File: config.mk
export PLATFORM = sky130hd
export DESIGN_NAME = mio_ports
export DESIGN_NICKNAME = d
export VERILOG_FILES = /design/src/hw/mio_pkg.sv /design/src/hw/mio_ports.sv /design/src/hw/mio_edge_latch.sv
export SDC_FILE = /design/constraint.sdc
export NUM_CORES = 1
export LEC_CHECK = 0
export BUFFER_PORTS_ARGS = -buffer_cell sky130_fd_sc_hd__buf_2
export CAP_MARGIN = 20
export CORE_MARGIN = 2
export CORE_UTILIZATION = 45
export CTS_BUF_LIST = sky130_fd_sc_hd__clkbuf_2 sky130_fd_sc_hd__clkbuf_4 sky130_fd_sc_hd__clkbuf_8
export CTS_CLUSTER_DIAMETER = 100
export DETAILED_ROUTE_END_ITERATION = 6
export PLACE_DENSITY = 0.76
export SETUP_SLACK_MARGIN = 0.15
export SLEW_MARGIN = 20
export SYNTH_ARGS = -nofsm -noshare
export SYNTH_HDL_FRONTEND = slang
export SYNTH_SLANG_ARGS = --single-unit
File: constraint.sdc
create_clock -name REF_CLK_I -period 1.5 [get_ports REF_CLK_I]
set_clock_uncertainty 0.1 [all_clocks]
set_input_delay 0.3 -clock REF_CLK_I [delete_from_list [all_inputs] [get_ports REF_CLK_I]]
set_output_delay 0.3 -clock REF_CLK_I [all_outputs]
set_load 0.01 [all_outputs]
File: src/hw/mio_pkg.sv
// Shared constants and carrier types for the microcontroller I/O ports.
package mio_pkg;

  localparam int NIB_W    = 4;
  localparam int BYTE_W   = 8;
  localparam int EN_W     = 8;
  localparam int SIO_W    = 4;
  localparam int PORTA_W  = 4;
  localparam int AUX_W    = 4;
  localparam int IN_W     = 4;

  // Enable register bit positions.
  localparam int EN_SHIFT_BIT   = 0;
  localparam int EN_TRI_A_BIT   = 2;
  localparam int EN_SER_OUT_BIT = 3;
  localparam int EN_TRI_B_BIT   = 6;

  // Reset values and the counter decrement step.
  localparam logic [EN_W-1:0]    EN_RST    = 8'h00;
  localparam logic [NIB_W-1:0]   NIB_RST   = 4'h0;
  localparam logic [PORTA_W-1:0] PORTA_RST = 4'hf;
  localparam logic [AUX_W-1:0]   AUX_RST   = 4'hf;
  localparam logic [BYTE_W-1:0]  BYTE_RST  = 8'h00;
  localparam logic [SIO_W-1:0]   SIO_RST   = 4'h0;
  localparam logic [SIO_W-1:0]   SIO_ONE   = 4'h1;

  typedef enum logic [4:0] {
    OP_NONE,
    OP_OUT_PTR_NIBBLE,
    OP_OUT_PORT_A_IMM,
    OP_OUT_MEM_PORT_A,
    OP_OUT_MEM_AUX,
    OP_READ_PORT_A,
    OP_READ_AUX_PORT,
    OP_READ_INPUT_PORT,
    OP_READ_INPUT_LATCHES,
    OP_COPY_BUFFER,
    OP_TABLE_LOAD_BUFFER,
    OP_READ_BUFFER,
    OP_LOAD_ENABLE_IMM,
    OP_COPY_TO_ENABLE,
    OP_COPY_BUS_B,
    OP_READ_TRI_A,
    OP_READ_TRI_B,
    OP_SWAP_ACC_SHIFT,
    OP_READ_SER_IN,
    OP_TEST_A_BIT,
    OP_TEST_A_GROUP
  } mio_op_e;

  typedef struct packed {
    mio_op_e           op;
    logic [BYTE_W-1:0] data;
    logic [NIB_W-1:0]  ptr;
    logic              carry;
  } mio_cmd_s;

  typedef struct packed {
    logic              valid;
    logic              skip;
    logic [BYTE_W-1:0] data;
  } mio_rsp_s;

  localparam mio_rsp_s RSP_RST = '0;

endpackage

File: src/hw/mio_ports.sv
// I/O port logic: input port, nibble output, quasi and three-state ports.
//
// Operation
// [RULE1] Nibble output loads only from pointer nibble.
// [RULE2] Latch read returns edge latches, oscillator pin.
// [RULE3] Quasi input needs written one; outside pulls low.
// [RULE4] Quasi lines independently input or output.
// [RULE5] Port A tests single line or group.
// [RULE6] Reduced variant keeps unpinned lines as flags.
// [RULE7] Tri port A drives buffer, no latch.
// [RULE8] Tri port B latch drives when enabled.
// [RULE9] Tri drivers grouped; B only by copy.
// [RULE10] Outside drives valid levels when disabled.
// [RULE11] Enabled one bit pulls itself high.
// [RULE12] Pins never alter buffer unless host bus.
// [RULE13] Port B latch read only via pins.
// [RULE14] Serial register shifts or counts down.
// [RULE15] Counter mode: out bit, clock latch.
// [RULE16] Shift mode: gated data and gated clock.
// [RULE17] Swap copies carry into clock latch.
// [RULE18] Mode switch changes clock pin immediately.
// [RULE19] Serial input readable; shifts in shift mode.
// [RULE20] Counter decrements on serial input fall.
// [RULE21] One shift per cycle; swap every fourth.
`timescale 1ns/1ps
module mio_ports
  import mio_pkg::*;
#(
  parameter int   PORTA_PINS = 4,
  parameter bit   OSC_INPUT  = 1'b1,
  parameter bit   HOST_BUS   = 1'b0
) (
  input  wire logic                      REF_CLK_I,
  input  wire logic                      SYS_RST_I,
  input  wire mio_pkg::mio_cmd_s         CMD_I,
  output mio_pkg::mio_rsp_s              RSP_O,
  input  wire logic [mio_pkg::IN_W-1:0]  IN_PINS_I,
  input  wire logic                      OSC_PIN_I,
  output logic [mio_pkg::NIB_W-1:0]      OUT_NIBBLE_O,
  input  wire logic [mio_pkg::PORTA_W-1:0] PORTA_I,
  output logic [mio_pkg::PORTA_W-1:0]    PORTA_O,
  output logic [mio_pkg::PORTA_W-1:0]    PORTA_OE_O,
  input  wire logic [mio_pkg::AUX_W-1:0] AUX_I,
  output logic [mio_pkg::AUX_W-1:0]      AUX_O,
  output logic [mio_pkg::AUX_W-1:0]      AUX_OE_O,
  input  wire logic [mio_pkg::BYTE_W-1:0] TRIA_I,
  output logic [mio_pkg::BYTE_W-1:0]     TRIA_O,
  output logic [mio_pkg::BYTE_W-1:0]     TRIA_OE_O,
  output logic [mio_pkg::BYTE_W-1:0]     TRIA_PU_O,
  input  wire logic                      HOST_WR_I,
  input  wire logic [mio_pkg::BYTE_W-1:0] TRIB_I,
  output logic [mio_pkg::BYTE_W-1:0]     TRIB_O,
  output logic [mio_pkg::BYTE_W-1:0]     TRIB_OE_O,
  output logic [mio_pkg::BYTE_W-1:0]     TRIB_PU_O,
  input  wire logic                      SER_IN_I,
  output logic                           SER_OUT_O,
  output logic                           SER_CLK_O
);

  import mio_pkg::*;

  typedef struct packed {
    logic [EN_W-1:0]    en;
    logic [NIB_W-1:0]   nib;
    logic [PORTA_W-1:0] pa;
    logic [AUX_W-1:0]   aux;
    logic [BYTE_W-1:0]  q;
    logic [BYTE_W-1:0]  rb;
    logic [SIO_W-1:0]   shift_count_reg;
    logic               clock_pin_latch;
    logic               ph;
    logic               si_d;
    logic [PORTA_W-1:0] pa_oe;
    logic [AUX_W-1:0]   aux_oe;
    logic [BYTE_W-1:0]  ta_oe;
    logic [BYTE_W-1:0]  ta_pu;
    logic [BYTE_W-1:0]  tb_oe;
    logic [BYTE_W-1:0]  tb_pu;
    logic               so;
    logic               sk;
    mio_rsp_s           rsp;
  } mio_st_s;

  mio_st_s            st_r;
  mio_st_s            st_nxt;
  logic [IN_W-1:0]    latch;
  logic               latch_clr;
  logic [PORTA_W-1:0] pa_rd;
  logic               shift_md;
  logic               si_fall;

  assign latch_clr = CMD_I.op == OP_READ_INPUT_LATCHES;

  mio_edge_latch #(
    .W       (IN_W)
  ) u_latch (
    .clk_i   (REF_CLK_I),
    .rst_i   (SYS_RST_I),
    .pins_i  (IN_PINS_I),
    .clr_i   (latch_clr),
    .latch_o (latch)
  );

  // Unpinned lines of port A read back their own latch as flag storage.
  generate
    for (genvar i = 0; i < PORTA_W; i++) begin : g_pa
      if (i < PORTA_PINS) begin : g_pin
        assign pa_rd[i] = PORTA_I[i];
      end else begin : g_flag
        assign pa_rd[i] = st_r.pa[i]; // RULE6
      end
    end
  endgenerate

  assign shift_md = st_r.en[EN_SHIFT_BIT];
  assign si_fall  = st_r.si_d & ~SER_IN_I;

  always_comb begin
    st_nxt          = st_r;
    st_nxt.rsp      = RSP_RST;
    st_nxt.si_d     = SER_IN_I;
    st_nxt.ph       = ~st_r.ph;

    // Serial register shifts every cycle in shift mode, counts on a serial input fall otherwise; a swap in the same cycle wins.
    if (shift_md) begin
      st_nxt.shift_count_reg = {st_r.shift_count_reg[SIO_W-2:0], SER_IN_I}; // RULE14 RULE19 RULE21
    end else if (si_fall) begin
      st_nxt.shift_count_reg = st_r.shift_count_reg - SIO_ONE; // RULE20
    end

    // Outside logic on the pins never writes the buffer, bar host bus.
    if (HOST_BUS && HOST_WR_I) begin
      st_nxt.q = TRIA_I; // RULE12
    end

    case (CMD_I.op)
      OP_OUT_PTR_NIBBLE: begin
        st_nxt.nib = CMD_I.ptr; // RULE1
      end
      OP_OUT_PORT_A_IMM, OP_OUT_MEM_PORT_A: begin
        st_nxt.pa = CMD_I.data[PORTA_W-1:0]; // RULE4
      end
      OP_OUT_MEM_AUX: begin
        st_nxt.aux = CMD_I.data[AUX_W-1:0];
      end
      OP_READ_PORT_A: begin
        st_nxt.rsp.valid = 1'b1;
        st_nxt.rsp.data  = {{(BYTE_W-PORTA_W){1'b0}}, pa_rd};
      end
      OP_READ_AUX_PORT: begin
        st_nxt.rsp.valid = 1'b1;
        st_nxt.rsp.data  = {{(BYTE_W-AUX_W){1'b0}}, AUX_I};
      end
      OP_READ_INPUT_PORT: begin
        st_nxt.rsp.valid = 1'b1;
        st_nxt.rsp.data  = {{(BYTE_W-IN_W){1'b0}}, IN_PINS_I};
      end
      OP_READ_INPUT_LATCHES: begin
        st_nxt.rsp.valid = 1'b1; // RULE2
        st_nxt.rsp.data  = {{(BYTE_W-IN_W-1){1'b0}},
                            OSC_INPUT & OSC_PIN_I, latch};
      end
      OP_COPY_BUFFER, OP_TABLE_LOAD_BUFFER: begin
        st_nxt.q = CMD_I.data; // RULE7
      end
      OP_READ_BUFFER: begin
        st_nxt.rsp.valid = 1'b1; // RULE12
        st_nxt.rsp.data  = st_r.q;
      end
      OP_LOAD_ENABLE_IMM: begin
        st_nxt.en[NIB_W-1:0] = CMD_I.data[NIB_W-1:0]; // RULE9
      end
      OP_COPY_TO_ENABLE: begin
        st_nxt.en = CMD_I.data; // RULE9
      end
      OP_COPY_BUS_B: begin
        st_nxt.rb = CMD_I.data; // RULE8 RULE13
      end
      OP_READ_TRI_A: begin
        st_nxt.rsp.valid = 1'b1;
        st_nxt.rsp.data  = TRIA_I;
      end
      OP_READ_TRI_B: begin
        st_nxt.rsp.valid = 1'b1; // RULE13
        st_nxt.rsp.data  = TRIB_I;
      end
      OP_SWAP_ACC_SHIFT: begin
        st_nxt.rsp.valid = 1'b1;
        st_nxt.rsp.data  = {{(BYTE_W-SIO_W){1'b0}}, st_r.shift_count_reg};
        st_nxt.shift_count_reg       = CMD_I.data[SIO_W-1:0];
        st_nxt.clock_pin_latch       = CMD_I.carry; // RULE17
      end
      OP_READ_SER_IN: begin
        st_nxt.rsp.valid = 1'b1; // RULE19
        st_nxt.rsp.data  = {{(BYTE_W-1){1'b0}}, SER_IN_I};
      end
      OP_TEST_A_BIT: begin
        st_nxt.rsp.valid = 1'b1; // RULE5
        st_nxt.rsp.skip  = ~pa_rd[CMD_I.data[1:0]];
      end
      OP_TEST_A_GROUP: begin
        st_nxt.rsp.valid = 1'b1; // RULE5
        st_nxt.rsp.skip  = pa_rd == '0;
      end
      default: begin
        st_nxt.rsp = RSP_RST;
      end
    endcase

    // A one on a quasi line releases it, so the outside may pull it low.
    st_nxt.pa_oe = ~st_nxt.pa; // RULE3 RULE4
    for (int i = PORTA_PINS; i < PORTA_W; i++) begin
      st_nxt.pa_oe[i] = 1'b0; // RULE6
    end
    st_nxt.aux_oe = ~st_nxt.aux;

    // Ones are held up by a weak pull so a pull-down reads as zero.
    st_nxt.ta_oe = {BYTE_W{st_nxt.en[EN_TRI_A_BIT]}} & ~st_nxt.q;
    st_nxt.ta_pu = {BYTE_W{st_nxt.en[EN_TRI_A_BIT]}} & st_nxt.q; // RULE11
    st_nxt.tb_oe = {BYTE_W{st_nxt.en[EN_TRI_B_BIT]}} & ~st_nxt.rb;
    st_nxt.tb_pu = {BYTE_W{st_nxt.en[EN_TRI_B_BIT]}} & st_nxt.rb; // RULE8

    // Outputs follow the next mode at once, so a switch shows next edge.
    if (st_nxt.en[EN_SHIFT_BIT]) begin
      st_nxt.so = st_nxt.en[EN_SER_OUT_BIT] & st_nxt.shift_count_reg[SIO_W-1]; // RULE16
      st_nxt.sk = st_nxt.clock_pin_latch & st_nxt.ph; // RULE16 RULE18
    end else begin
      st_nxt.so = st_nxt.en[EN_SER_OUT_BIT]; // RULE15
      st_nxt.sk = st_nxt.clock_pin_latch; // RULE15 RULE18
    end
  end

  always_ff @(posedge REF_CLK_I) begin
    if (SYS_RST_I) begin
      st_r <= '{en: EN_RST, nib: NIB_RST, pa: PORTA_RST, aux: AUX_RST,
                q: BYTE_RST, rb: BYTE_RST, shift_count_reg: SIO_RST, clock_pin_latch: 1'b0,
                ph: 1'b0, si_d: 1'b1, pa_oe: '0, aux_oe: '0,
                ta_oe: '0, ta_pu: '0, tb_oe: '0, tb_pu: '0,
                so: 1'b0, sk: 1'b0, rsp: RSP_RST};
    end else begin
      st_r <= st_nxt;
    end
  end

  assign RSP_O        = st_r.rsp;
  assign OUT_NIBBLE_O = st_r.nib;
  assign PORTA_O      = st_r.pa;
  assign PORTA_OE_O   = st_r.pa_oe;
  assign AUX_O        = st_r.aux;
  assign AUX_OE_O     = st_r.aux_oe;
  assign TRIA_O       = st_r.q;
  assign TRIA_OE_O    = st_r.ta_oe;
  assign TRIA_PU_O    = st_r.ta_pu;
  assign TRIB_O       = st_r.rb;
  assign TRIB_OE_O    = st_r.tb_oe;
  assign TRIB_PU_O    = st_r.tb_pu;
  assign SER_OUT_O    = st_r.so;
  assign SER_CLK_O    = st_r.sk;

  nib_load_a: assert property ( // RULE1
    @(posedge REF_CLK_I) disable iff (SYS_RST_I)
    CMD_I.op == OP_OUT_PTR_NIBBLE |=> OUT_NIBBLE_O == $past(CMD_I.ptr))
    else $error("Nibble port not loaded from pointer.");

  nib_hold_a: assert property ( // RULE1
    @(posedge REF_CLK_I) disable iff (SYS_RST_I)
    CMD_I.op != OP_OUT_PTR_NIBBLE |=> $stable(OUT_NIBBLE_O))
    else $error("Nibble port changed without its command.");

  latch_read_a: assert property ( // RULE2
    @(posedge REF_CLK_I) disable iff (SYS_RST_I)
    latch_clr |=> RSP_O.valid && RSP_O.data[IN_W-1:0] == $past(latch))
    else $error("Latch read returned wrong data.");

  quasi_rel_a: assert property ( // RULE3
    @(posedge REF_CLK_I) disable iff (SYS_RST_I)
    CMD_I.op inside {OP_OUT_PORT_A_IMM, OP_OUT_MEM_PORT_A}
      && CMD_I.data[0] |=> !PORTA_OE_O[0] && PORTA_O[0])
    else $error("Quasi line driven after a one was written.");

  aux_rel_a: assert property ( // RULE4
    @(posedge REF_CLK_I) disable iff (SYS_RST_I)
    CMD_I.op == OP_OUT_MEM_AUX
      |=> AUX_OE_O == ~$past(CMD_I.data[AUX_W-1:0]))
    else $error("Aux line drive does not follow written data.");

  group_test_a: assert property ( // RULE5
    @(posedge REF_CLK_I) disable iff (SYS_RST_I)
    CMD_I.op == OP_TEST_A_GROUP |=> RSP_O.skip == ($past(pa_rd) == '0))
    else $error("Group test skip wrong.");

  tri_pull_a: assert property ( // RULE11
    @(posedge REF_CLK_I) disable iff (SYS_RST_I)
    (TRIA_OE_O & TRIA_PU_O) == '0 &&
      (TRIA_OE_O | TRIA_PU_O) == {BYTE_W{st_r.en[EN_TRI_A_BIT]}})
    else $error("Port A drive and pull overlap.");

  tri_b_grp_a: assert property ( // RULE9
    @(posedge REF_CLK_I) disable iff (SYS_RST_I)
    (TRIB_OE_O & TRIB_PU_O) == '0 &&
      (TRIB_OE_O | TRIB_PU_O) == {BYTE_W{st_r.en[EN_TRI_B_BIT]}})
    else $error("Port B drivers not switched as a group.");

  bus_b_hold_a: assert property ( // RULE13
    @(posedge REF_CLK_I) disable iff (SYS_RST_I)
    CMD_I.op != OP_COPY_BUS_B |=> $stable(st_r.rb))
    else $error("Port B latch changed without its copy.");

  grp_en_b_a: assert property ( // RULE9
    @(posedge REF_CLK_I) disable iff (SYS_RST_I)
    CMD_I.op == OP_LOAD_ENABLE_IMM |=> $stable(st_r.en[EN_TRI_B_BIT]))
    else $error("Port B enable moved by immediate load.");

  swap_skl_a: assert property ( // RULE17
    @(posedge REF_CLK_I) disable iff (SYS_RST_I)
    CMD_I.op == OP_SWAP_ACC_SHIFT |=> st_r.clock_pin_latch == $past(CMD_I.carry)
      && RSP_O.data[SIO_W-1:0] == $past(st_r.shift_count_reg))
    else $error("Swap did not copy carry or serial data.");

  cnt_dec_a: assert property ( // RULE20
    @(posedge REF_CLK_I) disable iff (SYS_RST_I)
    !shift_md && si_fall && CMD_I.op != OP_SWAP_ACC_SHIFT
      |=> st_r.shift_count_reg == $past(st_r.shift_count_reg) - SIO_ONE)
    else $error("Counter missed a low-going pulse.");

  shift_in_a: assert property ( // RULE21
    @(posedge REF_CLK_I) disable iff (SYS_RST_I)
    shift_md && CMD_I.op != OP_SWAP_ACC_SHIFT
      |=> st_r.shift_count_reg == {$past(st_r.shift_count_reg[SIO_W-2:0]), $past(SER_IN_I)})
    else $error("Shift register did not shift once.");

  // A command in the cycle after the switch may legally stop the clock.
  clk_mode_a: assert property ( // RULE18
    @(posedge REF_CLK_I) disable iff (SYS_RST_I)
    !shift_md && st_r.clock_pin_latch && CMD_I.data[EN_SHIFT_BIT]
      && CMD_I.op inside {OP_LOAD_ENABLE_IMM, OP_COPY_TO_ENABLE}
      |=> ##1 SER_CLK_O != $past(SER_CLK_O)
        || $past(CMD_I.op) != OP_NONE)
    else $error("Clock pin did not toggle on mode switch.");

  clk_high_a: assert property ( // RULE18
    @(posedge REF_CLK_I) disable iff (SYS_RST_I)
    shift_md && st_r.clock_pin_latch && !CMD_I.data[EN_SHIFT_BIT]
      && CMD_I.op inside {OP_LOAD_ENABLE_IMM, OP_COPY_TO_ENABLE}
      |=> SER_CLK_O)
    else $error("Clock pin not high after switch to counter.");

  ser_out_cnt_a: assert property ( // RULE15
    @(posedge REF_CLK_I) disable iff (SYS_RST_I)
    !shift_md |-> SER_OUT_O == st_r.en[EN_SER_OUT_BIT])
    else $error("Serial out does not follow its enable bit.");

endmodule

File: src/hw/mio_edge_latch.sv
// Bank of falling-edge capture latches on the general input port.
`timescale 1ns/1ps
module mio_edge_latch #(
  parameter int W = 4
) (
  input  wire logic         clk_i,
  input  wire logic         rst_i,
  input  wire logic [W-1:0] pins_i,
  input  wire logic         clr_i,
  output logic [W-1:0]      latch_o
);

  typedef struct packed {
    logic [W-1:0] prev;
    logic [W-1:0] hit;
  } mio_el_s;

  mio_el_s st_r;
  mio_el_s st_nxt;

  // A falling edge seen in the read cycle survives the clear.
  always_comb begin
    st_nxt.prev = pins_i;
    for (int i = 0; i < W; i++) begin
      st_nxt.hit[i] = (st_r.prev[i] & ~pins_i[i]) |
                      (st_r.hit[i] & ~clr_i);
    end
  end

  always_ff @(posedge clk_i) begin
    if (rst_i) begin
      st_r <= '{prev: {W{1'b1}}, hit: '0};
    end else begin
      st_r <= st_nxt;
    end
  end

  assign latch_o = st_r.hit;

  edge_set_a: assert property (@(posedge clk_i) disable iff (rst_i)
    (st_r.prev[0] && !pins_i[0]) |=> latch_o[0])
    else $error("Falling edge not captured.");

endmodule

### Yosys cells after proc, flatten, opt, wreduce, memory -nomap -nowiden

Cells that the tools add are included.

* add/subtract/negate cells: 1
* magnitude comparators: 1
* equality and inequality tests: 20
* muxes and demuxes: 15
* bitwise gates (word level): 31
* reductions and logical operators: 6

Operators by type and width (number)
* $pmux W8 S9: 1
* $eq A5 B4 Y1 const B: 8
* $and A8 B8 Y8: 4
* $eq A5 B5 Y1 const B: 5
* $eq A5 B3 Y1 const B: 4
* $mux W4: 5
* $mux W8: 2
* $not A8 Y8: 2
* $and A1 B1 Y1: 11
* $reduce_or A11 Y1: 1
* $eq A5 B2 Y1 const B: 2
* $not A1 Y1: 8
* $not A4 Y4: 2
* $reduce_or A2 Y1: 3
* $eq A5 B1 Y1 const B: 1
* $mux W5: 1
* $logic_not A4 Y1: 1
* $or A1 B1 Y1: 4
* $sub A4 B1 Y4 const B: 1
* $lt A2 B3 Y1 const B: 1
* $mux W3: 1
* $reduce_bool A3 Y1: 1
* $bmux W1 S2: 1
* $mux W1: 2
* other kinds (2): 2

* bits in registers: 102
* input port bits: 51

### Depth between registers and ports, before layout

Gate-level depths: netlist (run 1).

* depth in word-level cells: 7
* mapped depth: 8
* depth with buffers taken out: 7

### By module

A second synthesis (run 1) with hierarchy kept.

* cell total of the unflattened synthesis: 452
* area total of the unflattened synthesis: 4299.1 µm²

Modules (own cells, without submodules)
* mio_ports: times used 1, cells an instance 424, area an instance 4007.6 µm², sequential area each 1821.7 µm²
* mio_edge_latch: times used 1, cells an instance 28, area an instance 291.5 µm², sequential area each 160.2 µm²

### Worst setup path before layout (run 1)

No wires, ideal clock.

* kind: input to register
* start point: input port CMD_I[14] in the netlist's numbering
* end point: register st_r (netlist bit TRIB_OE_O[1])
* library setup time: 0.059 ns
* arrival: 1.454 ns
* setup slack: -0.114 ns
* stages: 8
* buffers on the path: 2
* cell sequence: buf_6 and4bb_4 nand2_1 mux2i_1 or2_1 buf_6 inv_4 and2_1

* word-level cells in the longest chain between the ends: 4

Ends and longest elaborated chain
* start: declaration: line mio_ports.sv:35 `input wire mio_pkg::mio_cmd_s CMD_I,`
* $eq A5 B4 Y1: line mio_ports.sv:136 `case (CMD_I.op)`
* $mux W8: line mio_ports.sv:136
* $not A8 Y8: line mio_ports.sv:220 `st_nxt.tb_oe = {BYTE_W{st_nxt.en[EN_TRI_B_BIT]}} & ~st_nxt.rb;`
* $and A8 B8 Y8 (*): line mio_ports.sv:220
* end signal: assignment: line mio_ports.sv:235 `st_r <= '{en: EN_RST, nib: NIB_RST, pa: PORTA_RST, aux: AUX_RST,`
* end signal: assignment: line mio_ports.sv:241 `st_r <= st_nxt;`
* end: declaration: line mio_ports.sv:84 `mio_st_s st_r;`

Every way passes the cells marked *; elsewhere a longest branch is shown, timed or not.
A chain may end at the register's enable or synchronous reset.

### Worst setup path after layout (run 1)

* start point: register st_r[52] in the netlist's numbering
* end point: register st_r (netlist bit SER_OUT_O)

* word-level cells in the longest chain between the ends: 6

Ends and longest elaborated chain
* $and A1 B1 Y1: line mio_ports.sv:116 `assign si_fall = st_r.si_d & ~SER_IN_I;`
* $mux W4: line mio_ports.sv:127 `end else if (si_fall) begin`
* $mux W4: line mio_ports.sv:125 `if (shift_md) begin`
* $mux W5: line mio_ports.sv:136
* $and A1 B1 Y1: line mio_ports.sv:225 `st_nxt.so = st_nxt.en[EN_SER_OUT_BIT] & st_nxt.shift_count_reg[SIO_W-1];`
* $mux W2: line mio_ports.sv:224 `if (st_nxt.en[EN_SHIFT_BIT]) begin`

No other way between the ends. The select of a mux whose other input is x is not followed.

==> reports/results.tsv, run 1 <==
metric	value	unit
Clock Tree Buf Depth	2	
Syn Nets	497	
sum of net half-perimeters after detailed placement	7.48	mm
asr flop ratio synth	0	
PD cells	1000	mW/mm^2
Die Width	102	um
Max-Cap Viols	0	
failing checks	setup timing	
DRT iter0 DRCs	140	
hold depth	2	
most frequent cells in the layout	buf_2 (126), dfxtp_1 (89), nor2_1 (58)	
routability cong.	0.900	
Skew-Pair Late Insertion Delay	0.36	ns
share of layout cells above drive strength 1	0.451	
Max Freq	653	MHz
Synth cell types	54	
pre-CTS WS	-0.228	ns
Fin. Hold Viols	0	
number of global-route vias before repair	3099	
Worst Hold Slack	0.0532	ns
nets	586	
antenna cells	0	
Worst Path Required	1.66	ns
Max FO, Critical Path	3	
CTS tree	yes	
Data arrival, critical path	1.69	ns
initial antenna violation count	0	
outcome	complete, but fails checks	
slowest stage delay, CP	0.33	ns
RSZ-0062 raised after global routing	yes	
Final Instance Area	0.00519	mm^2
prevailing post-synth register cell	dfxtp_1	
synthesized area	0.00428	mm^2
number of I/O port buffers	129	
Worst Max-Slew Pin Slew	0.307	ns
CP Class	register to register	
Crit. path cell count	5	
Post-DRT Antenna Nets	0	
most common cell after layout, fill and taps aside	buf_2	
CP Capture Type	register	
DRC	0	
Via density	4.89	
Synth Register Bits	99	
dpl cell area	0.00479	mm^2
Reg clk slew, reported paths	0.10	ns
CP max-delay cell	dfxtp_2	
global-route wire length before repair	15.0	mm
WL/cell	15.1	um
DRT Wirelength	10.1	mm
Pre-antenna DRT Iters	5	
Buffers & Inverters on Critical Path	0	
FP Rows	35	
crit-path leading delay family	compound AO/OA/AOI/OAI gates	
Tmin final	1.53	ns
Global Route Usage Sum	0.191	
GRT overflow	0	
Starting Density	0.463	
final worst slack	-0.0310	ns
post-synthesis sequential area ratio	0.463	
Core Region	0.00924	mm^2
Max IR drop VDD	0.000619	V
Min-Delay Path Class	input port to register	
Synthesis Warnings	0	
CTS root buffer	clkbuf_8	
via count	3266	
CTS sink cnt	99	
Post-Syn Instances	445	
final core occ	0.561	
largest net degree at the start of global routing	29	
number of I/O pins	131	
filler cell count	827	
crit share post-route	1.02	
syn avg cell area	9.62	um^2
CTS buffer count	9	
Worst slew margin	0.789	
# setup viols final	1	
Pins Over Slew Limit	0	
EDFF count, synth	0	
H-tree depth	3	
worst path cell trace	nor2b_4 > and3b_1 > o32a_1 > mux2_4 > o21a_1	
Critical Path Start Type	register	
Die Area	0.0103	mm^2
P&R area growth vs syn	21.2	%
die height	102	um
Worst R2R Path Depth	5	
Leakage	0.00246	uW
-- metrics by stage --
step	total power (uW)	std cells	TNS [ns]
floorplan	3120	445	-1.31
global placement	3330	647	-8.50
detailed placement	3340	647	-11.26
CTS	5190	664	-0.0405
global route	5410	668	-0.111
finish	5190	668	-0.0310
-- per-layer routing --
layer  up-vias  wire [um]  GRT usage  share of wire
met5         -          0          0              0
met4         0        135     0.0728          0.013
met3        11        688     0.0400          0.068
met2       115       4910      0.324           0.49
met1      1544       4330      0.238           0.43
li1       1596          -          -              -
-- state kept, by name (all words and copies together) (netlist names) --
name	count
TRIB_OE_O	8
TRIB_PU_O	8
AUX_O	4
TRIA_O	8
OUT_NIBBLE_O	4
AUX_OE_O	4
u_latch.latch_o	4
TRIA_OE_O	8
SER_OUT_O	1
PORTA_O	4
shift_md	1
SER_CLK_O	1
PORTA_OE_O	4
u_latch.st_r	4
TRIB_O	8
TRIA_PU_O	8
st_r	10
RSP_O	10
-- final timing paths --
kind	start	end	slack (ns)
setup / recovery	st_r[52]	SER_OUT_O	-0.03
hold / removal	IN_PINS_I[0]	u_latch.st_r[4]	0.05
setup reg to reg	st_r[52]	SER_OUT_O	-0.03
hold reg to reg	st_r[53]	st_r[53]	0.32
-- synthesized netlist by cell type (5+ instances only) --
library cell | instances | share of area
a211oi_1 | 7 | 0.012
nand3_1 | 5 | 0.0058
a21oi_1 | 16 | 0.019
buf_2 | 6 | 0.0070
nor2b_1 | 16 | 0.023
nor2_1 | 60 | 0.053
a22oi_1 | 6 | 0.011
or2_2 | 5 | 0.0073
mux2i_1 | 32 | 0.075
dfxtp_1 | 99 | 0.46
nand2_1 | 17 | 0.015
clkbuf_1 | 8 | 0.0070
inv_1 | 6 | 0.0053
buf_4 | 83 | 0.15
and2_1 | 17 | 0.025
-- timing repair --
item,CTS,global route
endpoints found under the setup margin,5,36
hold buffers,0,0
pin swaps,4,4
buffers inserted,1,4
gates resized for setup,12,30
-- area by class of cell --
type	count	area, um^2	area share
clock buffers	10	138	0.0265
multi-input cells	237	1660	0.320
repair buffers	178	1110	0.213
well taps	129	161	0.0311
inverters	9	43.8	0.00844
flip-flops and latches	99	1990	0.384
clock inverters	6	82.6	0.0159
-- where the power goes --
part	total, uW	switching [uW]	leakage, uW	internal, uW
combinational	613	310	0.00154	304
sequential	2730	31.5	0.000807	2690
clock	1850	995	0.000108	852
-- logic make-up after synthesis --
| kind of cell | after synthesis | share of synthesized area |
|---|---|---|
| xor gates and xnor gates | 2 | 0.00409 |
| buffers and inverters | 109 | 0.177 |
| and+or+nand+nor | 145 | 0.176 |
| adders and majority gates | 1 | 0.00292 |
| muxes | 34 | 0.0827 |
| AOI/OAI and AO/OA | 55 | 0.0944 |
| DFF | 99 | 0.463 |
(Power assumes the default switching activity.)
==> inputs of run 2 (changes only) <==
Settings changed: PLACE_DENSITY 0.76 to 0.73.
Clock period 1.5 ns to 2 ns, I/O delays scaled along.
==> reports/results.tsv, run 2 (same netlist as run 1, synthesis figures left out) <==
metric	value	unit	change
CTS sink cnt	99		unchanged
PD cells	773	mW/mm^2	was 1000 mW/mm^2
Via density	4.92		was 4.89
FP Rows	35		unchanged
CP Class	register to register		unchanged
DRT iter0 DRCs	117		was 140
Pins Over Slew Limit	0		unchanged
Critical Path Start Type	register		unchanged
flop-to-flop setup slack	0.30	ns	was -0.03 ns
number of I/O port buffers	129		unchanged
CTS root buffer	clkbuf_8		unchanged
global-route wire length before repair	14.6	mm	was 15.0 mm
Starting Density	0.463		unchanged
crit share post-route	0.849		was 1.02
FF-to-FF Start	st_r[52]		unchanged
H-tree depth	3		unchanged
RSZ-0062 raised after global routing	no		was yes
number of global-route vias before repair	2975		was 3,099
Pre-antenna DRT Iters	4		was 5
GRT overflow	0		unchanged
largest net degree at the start of global routing	23		was 29
CTS tree	yes		unchanged
Core Region	0.00924	mm^2	unchanged
most common cell after layout, fill and taps aside	buf_2		unchanged
Worst R2R Path Depth	5		unchanged
Pwr Total	3650	uW	was 5190 uW
Skew-Pair Late Insertion Delay	0.36	ns	about the same
hold depth	2		unchanged
DRC	0		unchanged
via count	3147		was 3,266
nets	557		was 586
Max-Cap Viols	0		unchanged
initial antenna violation count	0		unchanged
share of layout cells above drive strength 1	0.359		was 0.451
Global Route Usage Sum	0.184		was 0.191
Max Freq	589	MHz	was 653 MHz
Die Area	0.0103	mm^2	unchanged
Min-Delay Path Class	input port to register		unchanged
# setup viols final	0		was 1
pre-CTS WS	0.0892	ns	was -0.228 ns
most frequent cells in the layout	buf_2 (129), dfxtp_1 (99), nor2_1 (60)		was buf_2 (126), dfxtp_1 (89), nor2_1 (58)
Max FO, Critical Path	5		was 3
Clock Tree Buf Depth	2		unchanged
final std cells w/o fill	639		was 668
final worst slack	0.302	ns	was -0.0310 ns
Max IR drop VDD	0.000496	V	was 0.000619 V
Worst Path Required	2.16	ns	was 1.66 ns
reg2reg end	SER_OUT_O		unchanged
number of I/O pins	131		unchanged
antenna cells	0		unchanged
hold_buf cts	0		unchanged
Die Width	102	um	unchanged
Multi-input gate area	0.00154	mm^2	was 0.00166 mm^2
filler cell count	889		was 827
Hold Path Origin	IN_PINS_I[2]		was IN_PINS_I[0]
CTS buffer count	9		unchanged
routability cong.	0.864		was 0.900
sum of net half-perimeters after detailed placement	7.18	mm	was 7.48 mm
Data arrival, critical path	1.86	ns	was 1.69 ns
Final TNS setup	0	ns	was -0.0310 ns
dpl cell area	0.00452	mm^2	was 0.00479 mm^2
Tmin final	1.70	ns	was 1.53 ns
DRT Wirelength	9.57	mm	was 10.1 mm
Leakage	0.00224	uW	was 0.00246 uW
Worst slew margin	0.640		was 0.789
CTS resizes	0		was 12
die height	102	um	unchanged
Final Instance Area	0.00472	mm^2	was 0.00519 mm^2
Seq. cell area	0.00198	mm^2	was 0.00199 mm^2
outcome	complete, no violations		was complete, but fails checks
Fin. Hold Viols	0		unchanged
Reg clk slew, reported paths	0.10	ns	about the same
setup repair bufs after CTS	0		was 1
P&R area growth vs syn	10.2	%	was 21.2%
Post-DRT Antenna Nets	0		unchanged
# placed instances	623		was 647
WL/cell	15.0	um	was 15.1 um
Worst Max-Slew Pin Slew	0.536	ns	was 0.307 ns
Hold EP	u_latch.st_r[6]		was u_latch.st_r[4]
CP Capture Type	register		unchanged
-- run 2: power breakdown --
part	switching (uW)	internal (uW)
registers	28.2	2020
clock network	734	512
logic	197	158
-- run 2: layout make-up --
type | count | share of cell area
clock buffers | 10 | 0.0292
clock inverters | 6 | 0.0127
inverters | 9 | 0.00875
multi-input cells | 237 | 0.327
flip-flops and latches | 99 | 0.420
well taps | 129 | 0.0342
repair buffers | 149 | 0.169
-- run 2: critical path, cell delays in order, from the launching register on --
cell	delay (ns)
dfxtp_1	0.37
nor2b_1	0.34
a31oi_1	0.13
o32a_1	0.18
mux2_1	0.30
o21a_1	0.18
-- run 2: worst max path at each step --
stage                     startpoint            to  slack (ns)  depth (start not counted)
after floorplan            CMD_I[14]  TRIB_OE_O[1]        0.29                          8
after detailed placement   CMD_I[14]      RSP_O[4]        0.09                          6
after global routing        st_r[52]     SER_OUT_O        0.23                          5
after global placement     CMD_I[14]      RSP_O[3]         0.1                          6
final                       st_r[52]     SER_OUT_O        0.30                          5
after CTS                   st_r[52]     SER_OUT_O        0.32                          5
-- run 2: routing by layer --
metal	vias up	global-route usage	wire [um]
met5	-	0	0
met4	0	0.0759	182
met1	1472	0.226	4280
met2	120	0.304	4390
li1	1538	-	-
met3	17	0.0538	719
-- run 2: per-stage QoR --
step,util,hold WS (ns)
final,0.511,0.161
after floorplan,-,0.285
after CTS,0.511,0.146
after global placement,0.489,0.290
after detailed placement,0.489,0.301
after global routing,0.511,0.158
==> inputs of run 3 (changes only) <==
Clock period 2 ns to 1.6 ns, I/O delays scaled along.
==> reports/results.tsv, run 3 (same netlist as run 1, synthesis figures left out) <==
metric	value	unit	change
Reg clk slew, reported paths	0.10	ns	about the same
sum of net half-perimeters after detailed placement	7.33	mm	was 7.18 mm
initial antenna violation count	0		unchanged
hold depth	2		unchanged
Leakage	0.00240	uW	was 0.00224 uW
Core Region	0.00924	mm^2	unchanged
filler cell count	854		was 889
Tmin final	1.53	ns	was 1.70 ns
CTS sink cnt	99		unchanged
outcome	complete, no violations		unchanged
DRC	0		unchanged
final worst slack	0.0698	ns	was 0.302 ns
number of global-route vias before repair	2998		was 2,975
P&R area growth vs syn	17.3	%	was 10.2%
most common cell after layout, fill and taps aside	buf_2		unchanged
Post-DRT Antenna Nets	0		unchanged
dpl cell area	0.00474	mm^2	was 0.00452 mm^2
via count	3155		was 3,147
FF-to-FF Start	st_r[52]		unchanged
Die Area	0.0103	mm^2	unchanged
Seq. cell area	0.00199	mm^2	was 0.00198 mm^2
H-tree depth	3		unchanged
Worst Hold Slack	0.0789	ns	was 0.161 ns
Via density	4.75		was 4.92
Hold EP	u_latch.st_r[4]		was u_latch.st_r[6]
CP Class	register to register		unchanged
Fin. Hold Viols	0		unchanged
Worst Path Required	1.75	ns	was 2.16 ns
WL/cell	14.6	um	was 15.0 um
Max Freq	654	MHz	was 589 MHz
Worst Max-Slew Pin Slew	0.359	ns	was 0.536 ns
CTS buffer count	9		unchanged
# setup viols final	0		unchanged
Max-Cap Viols	0		unchanged
Min-Delay Path Class	input port to register		unchanged
antenna cells	0		unchanged
FP Rows	35		unchanged
hold_buf cts	0		unchanged
number of I/O port buffers	129		unchanged
Critical Path Start Type	register		unchanged
pre-CTS WS	-0.195	ns	was 0.0892 ns
number of I/O pins	131		unchanged
CP Capture Type	register		unchanged
CTS tree	yes		unchanged
global-route wire length before repair	14.8	mm	was 14.6 mm
Starting Density	0.463		unchanged
GRT overflow	0		unchanged
Max FO, Critical Path	3		was 5
Clock Tree Buf Depth	2		unchanged
flop-to-flop setup slack	0.07	ns	was 0.30 ns
RSZ-0062 raised after global routing	yes		was no
# placed instances	645		was 623
nets	582		was 557
final std cells w/o fill	664		was 639
die height	102	um	unchanged
DRT iter0 DRCs	98		was 117
CTS root buffer	clkbuf_8		unchanged
DRT Wirelength	9.68	mm	was 9.57 mm
Die Width	102	um	unchanged
routability cong.	0.850		was 0.864
largest net degree at the start of global routing	19		was 23
share of layout cells above drive strength 1	0.419		was 0.359
Final Instance Area	0.00502	mm^2	was 0.00472 mm^2
Worst slew margin	0.761		was 0.640
Skew-Pair Late Insertion Delay	0.36	ns	about the same
Global Route Usage Sum	0.187		was 0.184
most frequent cells in the layout	buf_2 (129), dfxtp_1 (96), nor2_1 (58)		was buf_2 (129), dfxtp_1 (99), nor2_1 (60)
Pre-antenna DRT Iters	4		unchanged
Hold Path Origin	IN_PINS_I[0]		was IN_PINS_I[2]
crit share post-route	0.956		was 0.849
reg2reg end	SER_OUT_O		unchanged
Multi-input gate area	0.00161	mm^2	was 0.00154 mm^2
PD cells	919	mW/mm^2	was 773 mW/mm^2
Data arrival, critical path	1.68	ns	was 1.86 ns
Pins Over Slew Limit	0		unchanged
Max IR drop VDD	0.000503	V	was 0.000496 V
Worst R2R Path Depth	5		unchanged
## run 3: changes by cell type in the layout (fill, tap and decap cells not counted), moves of 3 or more
| cell | delta |
|---|---|
| dfxtp_2 | +3 |
| buf_4 | +20 |
| dfxtp_1 | -3 |
| buf_12 | +3 |
| clkinv_4 | +3 |
## run 3: routing by layer
layer  up-vias  wire length (um)  global-route usage
met3        15               654              0.0421
li1       1579                 -                   -
met5         -                 0                   0
met2       102              4550               0.310
met4         0               131              0.0686
met1      1459              4340               0.238
## run 3: repair_timing
| item | CTS | global route |
|---|---|---|
| resized for setup | 4 | 14 |
| pin swaps | 1 | 2 |
| setup endpoints to repair | 3 | 14 |
| setup buffers | 2 | 1 |
## run 3: layout make-up
cell class / instances / area share
inverters: 9 / 0.00872
flip-flops and latches: 99 / 0.395
clock buffers: 10 / 0.0262
multi-input cells: 237 / 0.320
repair buffers: 174 / 0.205
well taps: 129 / 0.0321
clock inverters: 6 / 0.0125
## run 3: metrics by stage
step                utilization  power [uW]  setup TNS [ns]
global route              0.543        4810               0
floorplan                     -        2920               0
global placement          0.513        3100           -4.02
CTS                       0.537        4630               0
finish                    0.543        4610               0
detailed placement        0.513        3110           -4.93
## run 3: worst max-delay path, stage by stage, from the launching register on
cell and delay (ns):
dfxtp_2 0.33, nor2b_4 0.13, and3b_1 0.16, o32a_1 0.28
mux2_4 0.27, o21a_1 0.17
## run 3: report_power, final
| part | leakage [uW] | switching, uW | internal [uW] | total [uW] |
|---|---|---|---|---|
| registers | 0.000804 | 29.1 | 2520 | 2550 |
| logic | 0.00150 | 277 | 264 | 541 |
| clock network | 0.0000987 | 901 | 618 | 1520 |
| total | 0.00240 | 1210 | 3410 | 4610 |
## run 3: how the worst max path moves through the flow
stage,endpoint,startpoint,slack [ns]
6_report,SER_OUT_O,st_r[52],0.07
5_1_grt,SER_OUT_O,st_r[52],0.04
3_5_place_dp,RSP_O[0],CMD_I[14],-0.19
2_1_floorplan,TRIB_OE_O[1],CMD_I[14],0.009
3_3_place_gp,RSP_O[1],CMD_I[14],-0.16
4_1_cts,SER_OUT_O,st_r[52],0.07
